## src/hw/cpc_map.svh

```systemverilog
// Purpose: Register offsets, field positions and reset values of the clock control block.
// Assumes: Printed offsets are register indices; byte address is four times the index.
// Notes:   The 48-bit divider register occupies two consecutive words.
`ifndef CPC_MAP_SVH
`define CPC_MAP_SVH
`define CPC_IDX_CLK_CTRL     16'h4000
`define CPC_IDX_REG_LEVEL    16'h4001
`define CPC_IDX_PLL_CFG      16'h4002
`define CPC_ADDR_CLK_CTRL    32'h0001_0000
`define CPC_ADDR_REG_LEVEL   32'h0001_0004
`define CPC_ADDR_PLL_LO      32'h0001_0008
`define CPC_ADDR_PLL_HI      32'h0001_000c
`define CPC_RST_CLK_CTRL     8'h00
`define CPC_RST_REG_LEVEL    8'h02
`define CPC_RST_PLL_CFG      48'h0753_0287_1901
`define CPC_CLK_CTRL_MASK    8'h7f
`define CPC_REG_LEVEL_MASK   8'h06
`define CPC_PLL_WR_MASK      48'hffff_ffff_7f01
`define CPC_FLD_DEN_HI       47:40
`define CPC_FLD_DEN_LO       39:32
`define CPC_FLD_NUM_HI       31:24
`define CPC_FLD_NUM_LO       23:16
`define CPC_FLD_INT          14:11
`define CPC_FLD_IN_DIV       10:9
`define CPC_BIT_FRAC         8
`define CPC_BIT_LOCK         1
`define CPC_BIT_PLL_EN       0
`define CPC_MASTER_CLOCK_OUT_PIN_32          2'h0
`define CPC_MASTER_CLOCK_OUT_PIN_64          2'h1
`define CPC_MASTER_CLOCK_OUT_PIN_128         2'h2
`define CPC_MASTER_CLOCK_OUT_PIN_256         2'h3
`define CPC_IN_FREQ_PLL      2'h3
`define CPC_HTRANS_NONSEQ    2'h2
`define CPC_HTRANS_SEQ       2'h3
`endif

```

## src/hw/cpc_pkg.sv

```systemverilog
// Purpose: Types shared by the clock control block.
// Assumes: Field layouts follow the register map header.
// Notes:   Structs are packed so that they overlay the register words.
package cpc_pkg;
  typedef struct packed {
    logic       rsvd;
    logic [1:0] master_clock_out_pin_freq;
    logic       master_clock_out_pin_en;
    logic       src_pll;
    logic [1:0] in_freq;
    logic       core_en;
  } cpc_clk_ctrl_t;

  typedef struct packed {
    logic [15:0] den;
    logic [15:0] num;
    logic        rsvd15;
    logic [3:0]  int_ratio;
    logic [1:0]  in_div;
    logic        frac;
    logic [5:0]  rsvd2;
    logic        lock;
    logic        en;
  } cpc_pll_cfg_t;

  typedef enum logic [1:0] {
    CPC_GATE_OFF  = 2'b00,
    CPC_GATE_LOAD = 2'b01,
    CPC_GATE_RUN  = 2'b10
  } cpc_gate_t;
endpackage

```

## src/hw/cpc_edge_div.sv

```systemverilog
// Purpose: Divide a stream of clock edge pulses by 1 to 4.
// Assumes: Edge pulses are synchronous to core_clk_i.
// Notes:   Counter holds at zero while stopped so restarts begin on a whole period.
`timescale 1ns/1ps
module cpc_edge_div (
  // Clock and reset
  input  wire logic       core_clk_i,
  input  wire logic       rst_i,
  // Source clock
  input  wire logic       edge_i,
  input  wire logic       level_i,
  input  wire logic [1:0] div_code_i,
  input  wire logic       run_i,
  // Divided clock
  output logic            tick_o,
  output logic            level_o
);
  logic [1:0] cnt_r;
  logic       wrap;
  logic       lvl_nxt;
  logic       armed_r;

  assign wrap    = (cnt_r == div_code_i);
  assign lvl_nxt = (div_code_i == 2'h0) ? level_i : (cnt_r <= {1'b0, div_code_i[1]});

  always_ff @(posedge core_clk_i) begin
    if (rst_i || !run_i) begin
      cnt_r   <= 2'h0;
      armed_r <= 1'b0;
      tick_o  <= 1'b0;
      level_o <= 1'b0;
    end else begin
      tick_o  <= edge_i && wrap;
      // The level stays low until a whole period begins, so a start never makes a runt.
      level_o <= armed_r && lvl_nxt;
      if (edge_i && wrap) begin
        armed_r <= 1'b1;
      end
      if (edge_i) begin
        cnt_r <= wrap ? 2'h0 : cnt_r + 2'h1;
      end
    end
  end
endmodule

```

## src/hw/cpc_frac_div.sv

```systemverilog
// Purpose: Feedback divider dividing the PLL output by R plus N over M.
// Assumes: Integer ratio between 2 and 8, numerator below denominator.
// Notes:   A zero denominator falls back to plain integer division.
`timescale 1ns/1ps
module cpc_frac_div (
  // Clock and reset
  input  wire logic        core_clk_i,
  input  wire logic        rst_i,
  // Settings
  input  wire logic        run_i,
  input  wire logic        frac_i,
  input  wire logic [3:0]  int_i,
  input  wire logic [15:0] num_i,
  input  wire logic [15:0] den_i,
  // PLL output edges
  input  wire logic        edge_i,
  // Feedback clock
  output logic             fb_tick_o,
  output logic             fb_level_o
);
  logic [3:0]  cnt_r;
  logic [4:0]  period_r;
  logic [15:0] acc_r;
  logic [16:0] acc_sum;
  logic        carry;
  logic        end_cnt;

  assign acc_sum = {1'b0, acc_r} + {1'b0, num_i};
  assign carry   = frac_i && (den_i != 16'h0) && (acc_sum >= {1'b0, den_i});
  assign end_cnt = ({1'b0, cnt_r} + 5'h1) >= period_r;

  always_ff @(posedge core_clk_i) begin
    if (rst_i || !run_i) begin
      cnt_r      <= 4'h0;
      acc_r      <= 16'h0;
      period_r   <= {1'b0, int_i};
      fb_tick_o  <= 1'b0;
      fb_level_o <= 1'b0;
    end else begin
      fb_tick_o <= edge_i && end_cnt;
      if (edge_i) begin
        fb_level_o <= ({cnt_r, 1'b0} < period_r);
        if (end_cnt) begin
          cnt_r    <= 4'h0;
          acc_r    <= carry ? 16'(acc_sum - {1'b0, den_i}) : (frac_i ? acc_sum[15:0] : 16'h0);
          period_r <= {1'b0, int_i} + {4'h0, carry};
        end else begin
          cnt_r <= cnt_r + 4'h1;
        end
      end
    end
  end
endmodule

```

## src/hw/cpc_clock_ctrl.sv

```systemverilog
// Purpose: Clock source selection, core clock division, master clock output and PLL settings.
// Assumes: AHB-Lite slave with zero wait states; clock pins are sampled by core_clk_i.
// Notes:   Generated clocks are registered levels; the core clock also comes with a one-cycle tick pulse.
//
// Summary of operation
// Output pin at 32/64/128/256 times fs.
// Output pin enable bit, clear after reset.
// Source bit picks input pin or PLL.
// PLL source needs input frequency code 11.
// Divide selected clock by 1 to 4.
// Bypassed input must match programmed ratio.
// Input clock at most 1024 times 48 kHz.
// Core enable gates core clock, clear after reset.
// Regulator level reads 1.4 V after init.
// 48-bit PLL register updates from whole burst.
// Denominator is bits 47:40 then 39:32.
// Numerator is bits 31:24 then 23:16.
// Integer ratio must be 2 to 8.
// Input divider scales clock before PLL.
// Bit 8 selects fractional or integer-N.
// Fractional feedback divides by R plus N/M.
// Integer multiples still use integer-N type.
// Lock bit read only and sticky.
// Bit 0 enables the PLL.
// Source and divider change without glitches.
// Wait for lock before core enable.
//
// Chosen here: the AHB-Lite interface to the registers.
`timescale 1ns/1ps
`include "cpc_map.svh"
module cpc_clock_ctrl
  import cpc_pkg::*;
(
  // Clock and reset
  input  wire logic        core_clk_i,
  input  wire logic        rst_i,
  // AHB-Lite slave
  input  wire logic        hsel_i,
  input  wire logic [31:0] haddr_i,
  input  wire logic [1:0]  htrans_i,
  input  wire logic        hwrite_i,
  input  wire logic [2:0]  hsize_i,
  input  wire logic [31:0] hwdata_i,
  input  wire logic        hready_i,
  output logic      [31:0] hrdata_o,
  output logic             hreadyout_o,
  output logic             hresp_o,
  // Clock pins and analog PLL
  input  wire logic        master_clock_in_pin_i,
  input  wire logic        pll_clk_pin_i,
  input  wire logic        pll_lock_pin_i,
  output logic             master_clock_out_pin_o,
  output logic             pll_enable_o,
  output logic             pll_ref_clk_o,
  output logic             pll_fb_clk_o,
  // Core clock and regulator
  output logic             core_clk_o,
  output logic             core_clk_tick_o,
  output logic [1:0]       core_supply_output_level_o
);

  ////////////////////////////////////////////////////////////////////////////
  // Pin synchronisers and edge detection.

  logic [2:0] mclk_sync_r;
  logic [2:0] pllc_sync_r;
  logic [1:0] lock_sync_r;
  logic       mclk_edge;
  logic       pllc_edge;

  always_ff @(posedge core_clk_i) begin
    if (rst_i) begin
      mclk_sync_r <= 3'h0;
      pllc_sync_r <= 3'h0;
      lock_sync_r <= 2'h0;
    end else begin
      mclk_sync_r <= {mclk_sync_r[1:0], master_clock_in_pin_i};
      pllc_sync_r <= {pllc_sync_r[1:0], pll_clk_pin_i};
      lock_sync_r <= {lock_sync_r[0], pll_lock_pin_i};
    end
  end

  // Edges are taken between the second and third stages only.
  assign mclk_edge = mclk_sync_r[1] && !mclk_sync_r[2];
  assign pllc_edge = pllc_sync_r[1] && !pllc_sync_r[2];

  ////////////////////////////////////////////////////////////////////////////
  // Register state.

  cpc_clk_ctrl_t clk_ctrl_r;
  logic [7:0]    reg_level_r;
  cpc_pll_cfg_t  pll_cfg_r;
  cpc_pll_cfg_t  pll_view;
  logic [31:0]   pll_stage_r;
  logic          pll_staged_r;
  logic          lock_r;

  ////////////////////////////////////////////////////////////////////////////
  // AHB-Lite address and data phase.

  logic        dp_valid_r;
  logic        dp_write_r;
  logic [31:0] dp_addr_r;
  logic        ap_take;
  logic        ap_read;
  logic        wr_clk;
  logic        wr_lvl;
  logic        wr_pll_lo;
  logic        wr_pll_hi;
  logic [31:0] rd_mux;

  // Only whole-word accesses are meaningful; narrower ones still answer OKAY.
  assign ap_take = hsel_i && hready_i && (htrans_i == `CPC_HTRANS_NONSEQ || htrans_i == `CPC_HTRANS_SEQ);
  assign ap_read = ap_take && !hwrite_i;

  assign wr_clk    = dp_valid_r && dp_write_r && (dp_addr_r == `CPC_ADDR_CLK_CTRL);
  assign wr_lvl    = dp_valid_r && dp_write_r && (dp_addr_r == `CPC_ADDR_REG_LEVEL);
  assign wr_pll_lo = dp_valid_r && dp_write_r && (dp_addr_r == `CPC_ADDR_PLL_LO);
  assign wr_pll_hi = dp_valid_r && dp_write_r && (dp_addr_r == `CPC_ADDR_PLL_HI);

  assign hreadyout_o = 1'b1;
  assign hresp_o     = 1'b0;

  always_ff @(posedge core_clk_i) begin
    if (rst_i) begin
      dp_valid_r <= 1'b0;
      dp_write_r <= 1'b0;
      dp_addr_r  <= 32'h0;
    end else if (hready_i) begin
      dp_valid_r <= ap_take;
      dp_write_r <= hwrite_i;
      dp_addr_r  <= {haddr_i[31:2], 2'b00};
    end
  end

  // Read data is registered at the address phase, so it stands during the data phase.
  assign rd_mux = (haddr_i[31:2] == `CPC_ADDR_CLK_CTRL >> 2) ? {24'h0, clk_ctrl_r} :
                  (haddr_i[31:2] == `CPC_ADDR_REG_LEVEL >> 2) ? {24'h0, reg_level_r} :
                  (haddr_i[31:2] == `CPC_ADDR_PLL_LO >> 2) ? pll_view[31:0] :
                  (haddr_i[31:2] == `CPC_ADDR_PLL_HI >> 2) ? {16'h0, pll_view[47:32]} :
                  32'h0;

  always_ff @(posedge core_clk_i) begin
    if (rst_i) begin
      hrdata_o <= 32'h0;
    end else if (ap_read) begin
      hrdata_o <= rd_mux;
    end
  end

  ////////////////////////////////////////////////////////////////////////////
  // Clock control and regulator registers.

  always_ff @(posedge core_clk_i) begin
    if (rst_i) begin
      // output off; R8 core gated
      clk_ctrl_r <= cpc_clk_ctrl_t'(`CPC_RST_CLK_CTRL);
      // starts at 1.4 V
      reg_level_r <= `CPC_RST_REG_LEVEL;
    end else begin
      if (wr_clk) begin
        clk_ctrl_r <= cpc_clk_ctrl_t'(hwdata_i[7:0] & `CPC_CLK_CTRL_MASK);
      end
      if (wr_lvl) begin
        reg_level_r <= hwdata_i[7:0] & `CPC_REG_LEVEL_MASK;
      end
    end
  end

  assign core_supply_output_level_o = reg_level_r[2:1];

  ////////////////////////////////////////////////////////////////////////////
  // PLL divider register, loaded as one burst.

  logic [47:0] pll_new;
  logic        lock_clr;

  // commit whole burst
  assign pll_new  = {hwdata_i[15:0], pll_stage_r} & `CPC_PLL_WR_MASK;
  assign lock_clr = wr_pll_hi && pll_staged_r;

  always_ff @(posedge core_clk_i) begin
    if (rst_i) begin
      pll_cfg_r    <= cpc_pll_cfg_t'(`CPC_RST_PLL_CFG);
      pll_stage_r  <= 32'h0;
      pll_staged_r <= 1'b0;
    end else begin
      if (wr_pll_lo) begin
        pll_stage_r  <= hwdata_i;
        pll_staged_r <= 1'b1;
      end else if (wr_pll_hi) begin
        pll_staged_r <= 1'b0;
        // lone upper half ignored
        if (pll_staged_r) begin
          pll_cfg_r <= cpc_pll_cfg_t'({pll_new[47:2], 1'b0, pll_new[0]});
        end
      end else if (dp_valid_r && dp_write_r) begin
        pll_staged_r <= 1'b0;
      end
    end
  end

  // sticky lock, set wins
  always_ff @(posedge core_clk_i) begin
    if (rst_i) begin
      lock_r <= 1'b0;
    end else if (pll_cfg_r.en && lock_sync_r[1]) begin
      lock_r <= 1'b1;
    end else if (lock_clr || !pll_cfg_r.en) begin
      lock_r <= 1'b0;
    end
  end

  always_comb begin
    pll_view      = pll_cfg_r;
    pll_view.lock = lock_r;
  end

  ////////////////////////////////////////////////////////////////////////////
  // PLL reference and feedback paths.

  logic        ref_tick;
  logic [15:0] pll_den;
  logic [15:0] pll_num;

  // denominator bytes
  assign pll_den = {pll_cfg_r[`CPC_FLD_DEN_HI], pll_cfg_r[`CPC_FLD_DEN_LO]};
  // numerator bytes
  assign pll_num = {pll_cfg_r[`CPC_FLD_NUM_HI], pll_cfg_r[`CPC_FLD_NUM_LO]};
  // PLL enable
  assign pll_enable_o = pll_cfg_r.en;

  // input divider ahead of PLL
  cpc_edge_div u_ref_div (
    .core_clk_i (core_clk_i),
    .rst_i      (rst_i),
    .edge_i     (mclk_edge),
    .level_i    (mclk_sync_r[2]),
    .div_code_i (pll_cfg_r.in_div),
    .run_i      (pll_cfg_r.en),
    .tick_o     (ref_tick),
    .level_o    (pll_ref_clk_o)
  );

  // type bit; R16 divide by R plus N/M
  cpc_frac_div u_fb_div (
    .core_clk_i (core_clk_i),
    .rst_i      (rst_i),
    .run_i      (pll_cfg_r.en),
    .frac_i     (pll_cfg_r.frac),
    .int_i      (pll_cfg_r.int_ratio),
    .num_i      (pll_num),
    .den_i      (pll_den),
    .edge_i     (pllc_edge),
    .fb_tick_o  (),
    .fb_level_o (pll_fb_clk_o)
  );

  ////////////////////////////////////////////////////////////////////////////
  // Core clock gating and source selection.

  cpc_gate_t  gate_r;
  cpc_gate_t  gate_nxt;
  logic       src_pll_r;
  logic [1:0] core_div_r;
  logic       src_edge;
  logic       src_level;
  logic       core_run;
  logic       core_live;

  // settings move only while the core clock is stopped.
  always_comb begin
    gate_nxt = gate_r;
    case (gate_r)
      CPC_GATE_OFF: begin
        if (clk_ctrl_r.core_en && !core_clk_o) begin
          gate_nxt = CPC_GATE_LOAD;
        end
      end
      CPC_GATE_LOAD: begin
        gate_nxt = clk_ctrl_r.core_en ? CPC_GATE_RUN : CPC_GATE_OFF;
      end
      CPC_GATE_RUN: begin
        if (!clk_ctrl_r.core_en) begin
          gate_nxt = CPC_GATE_OFF;
        end
      end
      default: begin
        gate_nxt = CPC_GATE_OFF;
      end
    endcase
  end

  always_ff @(posedge core_clk_i) begin
    if (rst_i) begin
      gate_r     <= CPC_GATE_OFF;
      src_pll_r  <= 1'b0;
      core_div_r <= 2'h0;
    end else begin
      gate_r <= gate_nxt;
      // latch while gated
      if (gate_r != CPC_GATE_RUN && !core_clk_o) begin
        src_pll_r  <= clk_ctrl_r.src_pll;
        core_div_r <= clk_ctrl_r.in_freq;
      end
    end
  end

  // source select
  assign src_edge  = src_pll_r ? pllc_edge : mclk_edge;
  assign src_level = src_pll_r ? pllc_sync_r[2] : mclk_sync_r[2];
  // core clock gate
  assign core_run  = (gate_r == CPC_GATE_RUN);
  // A high phase always runs to its end; a source that stops while high holds the switch.
  assign core_live = core_run || core_clk_o;

  // divide by 1 to 4
  cpc_edge_div u_core_div (
    .core_clk_i (core_clk_i),
    .rst_i      (rst_i),
    .edge_i     (src_edge),
    .level_i    (src_level),
    .div_code_i (core_div_r),
    .run_i      (core_live),
    .tick_o     (core_clk_tick_o),
    .level_o    (core_clk_o)
  );

  ////////////////////////////////////////////////////////////////////////////
  // Master clock output pin.

  logic [2:0] master_clock_out_pin_cnt_r;
  logic       master_clock_out_pin_nxt;

  // frequency select; R2 output enable
  assign master_clock_out_pin_nxt = !clk_ctrl_r.master_clock_out_pin_en ? 1'b0 :
                    (clk_ctrl_r.master_clock_out_pin_freq == `CPC_MASTER_CLOCK_OUT_PIN_256) ? core_clk_o :
                    (clk_ctrl_r.master_clock_out_pin_freq == `CPC_MASTER_CLOCK_OUT_PIN_128) ? master_clock_out_pin_cnt_r[0] :
                    (clk_ctrl_r.master_clock_out_pin_freq == `CPC_MASTER_CLOCK_OUT_PIN_64) ? master_clock_out_pin_cnt_r[1] :
                    master_clock_out_pin_cnt_r[2];

  always_ff @(posedge core_clk_i) begin
    if (rst_i) begin
      master_clock_out_pin_cnt_r             <= 3'h0;
      master_clock_out_pin_o <= 1'b0;
    end else begin
      master_clock_out_pin_o <= master_clock_out_pin_nxt;
      if (!core_run) begin
        master_clock_out_pin_cnt_r <= 3'h0;
      end else if (core_clk_tick_o) begin
        master_clock_out_pin_cnt_r <= master_clock_out_pin_cnt_r + 3'h1;
      end
    end
  end

  // The read path shows the sticky lock_r bit; the stored copy of that bit stays zero.
  logic unused_ok;
  assign unused_ok = ^{hsize_i, ref_tick};

endmodule

```

## config.mk

```make
export PLATFORM = sky130hd
export DESIGN_NAME = cpc_clock_ctrl
export DESIGN_NICKNAME = d
export VERILOG_FILES = /design/src/hw/cpc_pkg.sv /design/src/hw/cpc_edge_div.sv /design/src/hw/cpc_frac_div.sv /design/src/hw/cpc_clock_ctrl.sv
export VERILOG_INCLUDE_DIRS = /design/src /design/src/hw
export SDC_FILE = /design/constraint.sdc
export NUM_CORES = 1
export LEC_CHECK = 0
export BUFFER_PORTS_ARGS = -buffer_cell sky130_fd_sc_hd__buf_2
export CAP_MARGIN = 0
export CORE_MARGIN = 3
export CORE_UTILIZATION = 52
export CTS_BUF_LIST = sky130_fd_sc_hd__clkbuf_16
export CTS_CLUSTER_DIAMETER = 60
export CTS_CLUSTER_SIZE = 16
export DETAILED_ROUTE_END_ITERATION = 8
export PLACE_DENSITY = 0.79
export SETUP_SLACK_MARGIN = 0.2
export SYNTH_ARGS = -nofsm -noshare
export SYNTH_HDL_FRONTEND = slang
export SYNTH_SLANG_ARGS = --single-unit
```

## constraint.sdc

```tcl
create_clock -name core_clk_i -period 5.1 [get_ports core_clk_i]
set_input_delay 1.02 -clock core_clk_i [delete_from_list [all_inputs] [get_ports core_clk_i]]
set_output_delay 1.02 -clock core_clk_i [all_outputs]
set_load 0.02 [all_outputs]
```

==> reports/qor.log <==
qor: route.route.detailed.vias_per_inst 5.70
qor: route.detail_route.wirelength 22200 microns
qor: placed_design.port_buffers 110
qor: clock_tree.cts.sink_count 191
qor: cells_and_area.layout_commonest_cell sky130_fd_sc_hd__dfxtp_1
qor: global_routing.grt_max_degree 93
qor: critical_path.timing.critical_path.to_type flip-flop
qor: logic_synthesis.synth_edf_count 4
qor: sta.rsz0062_at_grt no
qor: hold_path.hold_depth 1
qor: sta.fmax 222 MHz
qor: outcome.run_status complete, no violations
qor: floorplanning.floorplan.core_area 0.0168 sq mm
qor: critical_path.crit_arrival 4.88 ns
qor: power_and_ir_drop.p_leak 4.32 nW
qor: sta.clock-skew-final 0.00936 ns
qor: critical_path.crit_required 5.47 ns
qor: critical_path.max_stage_delay_cell_worst_path sky130_fd_sc_hd__nor2_1
qor: sta.share_of_the_cycle_needed_by_the_critical_path_after_routing 0.884
qor: global_routing.grt_use_total 0.243
qor: logic_synthesis.synth.avg_cell_area 8.61 sq um
qor: sta.finalMaxSlewViolations 0
qor: sta.worstMarginPinSlew 1.01 ns
qor: placed_design.dp.final_hpwl 16000 microns
qor: clock_tree.insertion_delay 0.44 ns
qor: floorplanning.start_util 0.535
qor: route.detail_route.wl_per_cell 16.3 microns
qor: clock_tree.post_cts_hold_buffer_count 0
qor: critical_path.timing_worst_setup_path_type flip-flop to flip-flop
qor: floorplanning.die_height 137 microns
qor: critical_path.critical_path.top_delay_family compound AO/OA/AOI/OAI gates
qor: cells_and_area.finish.net_count 1255
qor: cells_and_area.insertedDiodeCount 0
qor: floorplanning.die_area 0.0189 sq mm
qor: route.postRouteAntennaNets 0
qor: logic_synthesis.ys_dominant_reg_cell sky130_fd_sc_hd__dfxtp_1
qor: logic_synthesis.post-synth-top-area-fraction 0.417
qor: cells_and_area.layout-drive-gt1-share 0.143
qor: logic_synthesis.postSynth.asyncResetShare 0
qor: critical_path.startpoint_of_the_worst_setup_timing_path pll_num[0]$_SDFFE_PP1P_
qor: logic_synthesis.synthCells 1042
qor: cells_and_area.syn_to_final_growth 14.2%
qor: placed_design.gpl.final_weighted_congestion 0.867
qor: floorplanning.ios 119
qor: sta.setup_viol 0
qor: sta.slew_headroom 0.328
qor: clock_tree.cts_resized 0
qor: power_and_ir_drop.power_per_cell_area 293 mW/mm^2
qor: logic_synthesis.biggest_area_consumer_among_synthesized_cells sky130_fd_sc_hd__dfxtp_1
qor: logic_synthesis.register_area_share_after_synthesis 0.431
qor: route.drtPass1Iterations 7
qor: clock_tree.cts.path.max_buffers 2
qor: sta.finalHoldViolations 0
qor: global_routing.grt_pass1_wl 36600 microns
qor: critical_path.worst-path-stages 18
qor: global_routing.globalRoute.totalOverflow 0
qor: critical_path.critical_path_peak_fanout 20
qor: hold_path.worst_hold_path_type flip-flop to flip-flop
qor: floorplanning.placementRows 47
qor: critical_path.timing.critical_path.cells ha_1 -> inv_1 -> fa_1 -> nor2b_1 -> o2111ai_1 -> nand3_1 -> a41oi_1 -> o21bai_1 -> a21oi_1 -> xnor2_1 -> ha_1 -> and3_1 -> a211oi_2 -> a21oi_1 -> o311a_1 -> buf_4 -> nor2_1 -> a221o_1
qor: route.drc 0
qor: route.route.vias.total 7761
qor: clock_tree.clock_tree_from_tritoncts built
qor: logic_synthesis.postSynthRegisterBits 191
qor: global_routing.via_count_of_the_first_global_routing_pass 7448
qor: power_and_ir_drop.vdd_drop_max 242 uV
qor: logic_synthesis.syn-cell-area 0.00897 sq mm
qor: logic_synthesis.synth.yosys.warnings 0
qor: clock_tree.post-cts-setup-buffers 0
qor: clock_tree.worst_setup_hold_path_clk_slew 0.07 ns
qor: critical_path.reg2reg_from pll_num[0]$_SDFFE_PP1P_
qor: critical_path.cp_num_buf_inv 2
qor: floorplanning.die_w 137 microns
qor: clock_tree.number_of_buffers_created_by_cts 17
qor: sta.period_minus_slack 4.51 ns
qor: clock_tree.cts_root_buffer sky130_fd_sc_hd__clkbuf_16
qor: logic_synthesis.synth.lib_cells_used.distinct 66
qor: global_routing.antenna_violations_before_repair 0
qor: critical_path.crit_path_max_incr_delay 0.41 ns
qor: route.dr.first_iter.drc_count 625
qor: critical_path.worstRegToRegCells 18
qor: clock_tree.cts-htree-levels 4
qor: logic_synthesis.synth_fp_nets 1168
qor: logic_synthesis.synth_area_leaders sky130_fd_sc_hd__dfxtp_1 (42%), sky130_fd_sc_hd__nand2_1 (6.6%), sky130_fd_sc_hd__ha_1 (6.6%)
qor: job.maxCapViolations 0
qor: hold_path.timing.hold.worst.start pllc_sync_r[0]$_SDFF_PP0_
qor: sta.final.setup.tns 0 ns
qor: cells_and_area.most-common-layout-cells sky130_fd_sc_hd__dfxtp_1 (187), sky130_fd_sc_hd__nand2_1 (157), sky130_fd_sc_hd__nor2_1 (123)
qor: cells_and_area.final_util 0.611
qor: critical_path.timing.critical_path.from_type flip-flop
-- final timing paths --
check,to,slack (ns)
min reg2reg,pllc_sync_r[1]$_SDFF_PP0_,0.44
min,pllc_sync_r[1]$_SDFF_PP0_,0.44
max,u_fb_div.acc_r[11]$_SDFFE_PN0P_,0.59
max reg2reg,u_fb_div.acc_r[11]$_SDFFE_PN0P_,0.59
-- logic make-up after synthesis --
family | share of synthesized area
AND/OR/NAND/NOR | 0.203
AO/OA/AOI/OAI | 0.158
flip-flops | 0.431
buffers and inverters | 0.0411
adder cells (fa/ha/maj) | 0.0700
multiplexers | 0.0554
XOR/XNOR | 0.0400
other | 0.000837
-- per-layer routing --
metal / global-route usage / up-vias / wire [microns]
met5: 0 / - / 0
met4: 0.0870 / 0 / 638
met3: 0.0723 / 50 / 1810
met2: 0.392 / 294 / 10300
met1: 0.311 / 3604 / 9410
li1: - / 3813 / -
-- power by group --
| part | internal, mW | switching, mW |
|---|---|---|
| sequential | 1.52 | 0.0131 |
| combinational | 0.0686 | 0.0956 |
| clock | 0.660 | 0.651 |
-- state kept, by name, summed over array words and instances (netlist names), 3 cells and up --
signal                      count
master_clock_out_pin_cnt_r      3
pllc_sync_r                     3
u_fb_div.cnt_r                  4
clk_ctrl_r                      7
pll_stage_r                    24
pll_cfg_r                       7
dp_addr_r                      30
u_fb_div.period_r               5
mclk_sync_r                     3
pll_num                        16
u_fb_div.acc_r                 16
hrdata_o                       32
pll_den                        16
-- synthesized netlist by cell type (all sizes together) (9+ instances only) --
| master | count |
|---|---|
| dfxtp | 187 |
| nand2 | 157 |
| nor2 | 123 |
| a21oi | 87 |
| ha | 47 |
| mux2i | 44 |
| inv | 42 |
| clkbuf | 38 |
| xnor2 | 30 |
| a22oi | 28 |
| o21ai | 23 |
| nor2b | 20 |
| nor4 | 20 |
| nand3b | 16 |
| nand3 | 15 |
| buf | 13 |
| a21o | 12 |
| a31oi | 12 |
| xor2 | 11 |
| a211o | 10 |
| nor3 | 10 |
| and3 | 9 |
-- worst register-to-register path, stage by stage (launching register included) --
cell and delay, ns:
sky130_fd_sc_hd__dfxtp_1 0.38, sky130_fd_sc_hd__ha_1 0.21, sky130_fd_sc_hd__inv_1 0.07, sky130_fd_sc_hd__fa_1 0.40, sky130_fd_sc_hd__nor2b_1 0.18, sky130_fd_sc_hd__o2111ai_1 0.18
sky130_fd_sc_hd__nand3_1 0.18, sky130_fd_sc_hd__a41oi_1 0.22, sky130_fd_sc_hd__o21bai_1 0.19, sky130_fd_sc_hd__a21oi_1 0.10, sky130_fd_sc_hd__xnor2_1 0.25, sky130_fd_sc_hd__ha_1 0.29
sky130_fd_sc_hd__and3_1 0.21, sky130_fd_sc_hd__a211oi_2 0.25, sky130_fd_sc_hd__a21oi_1 0.09, sky130_fd_sc_hd__o311a_1 0.38, sky130_fd_sc_hd__buf_4 0.22, sky130_fd_sc_hd__nor2_1 0.42
sky130_fd_sc_hd__a221o_1 0.23
-- layout make-up --
class	instances	area, sq um
multi-input combinational	758	4740
fill	1444	6520
timing repair buffer	119	621
clock inverter	15	164
tap	220	275
inverter	42	158
clock buffer	17	425
sequential	191	3860
-- through the flow --
| stage | hold WS, ns | area [sq um] | setup slack (ns) | power, mW | cells |
|---|---|---|---|---|---|
| 6_report | 0.439 | 10200 | 0.594 | 3.01 | 1362 |
| 5_1_grt | 0.467 | 10200 | 0.276 | 3.11 | 1362 |
| 4_1_cts | 0.446 | 10200 | 0.638 | 3.02 | 1362 |
| 3_5_place_dp | 0.429 | 9660 | 0.698 | 1.73 | 1330 |
| 3_3_place_gp | 0.427 | 9660 | 0.801 | 1.72 | 1330 |
| 2_1_floorplan | 0.413 | 8970 | 0.969 | 1.67 | 1042 |
(Power assumes the default switching activity.)
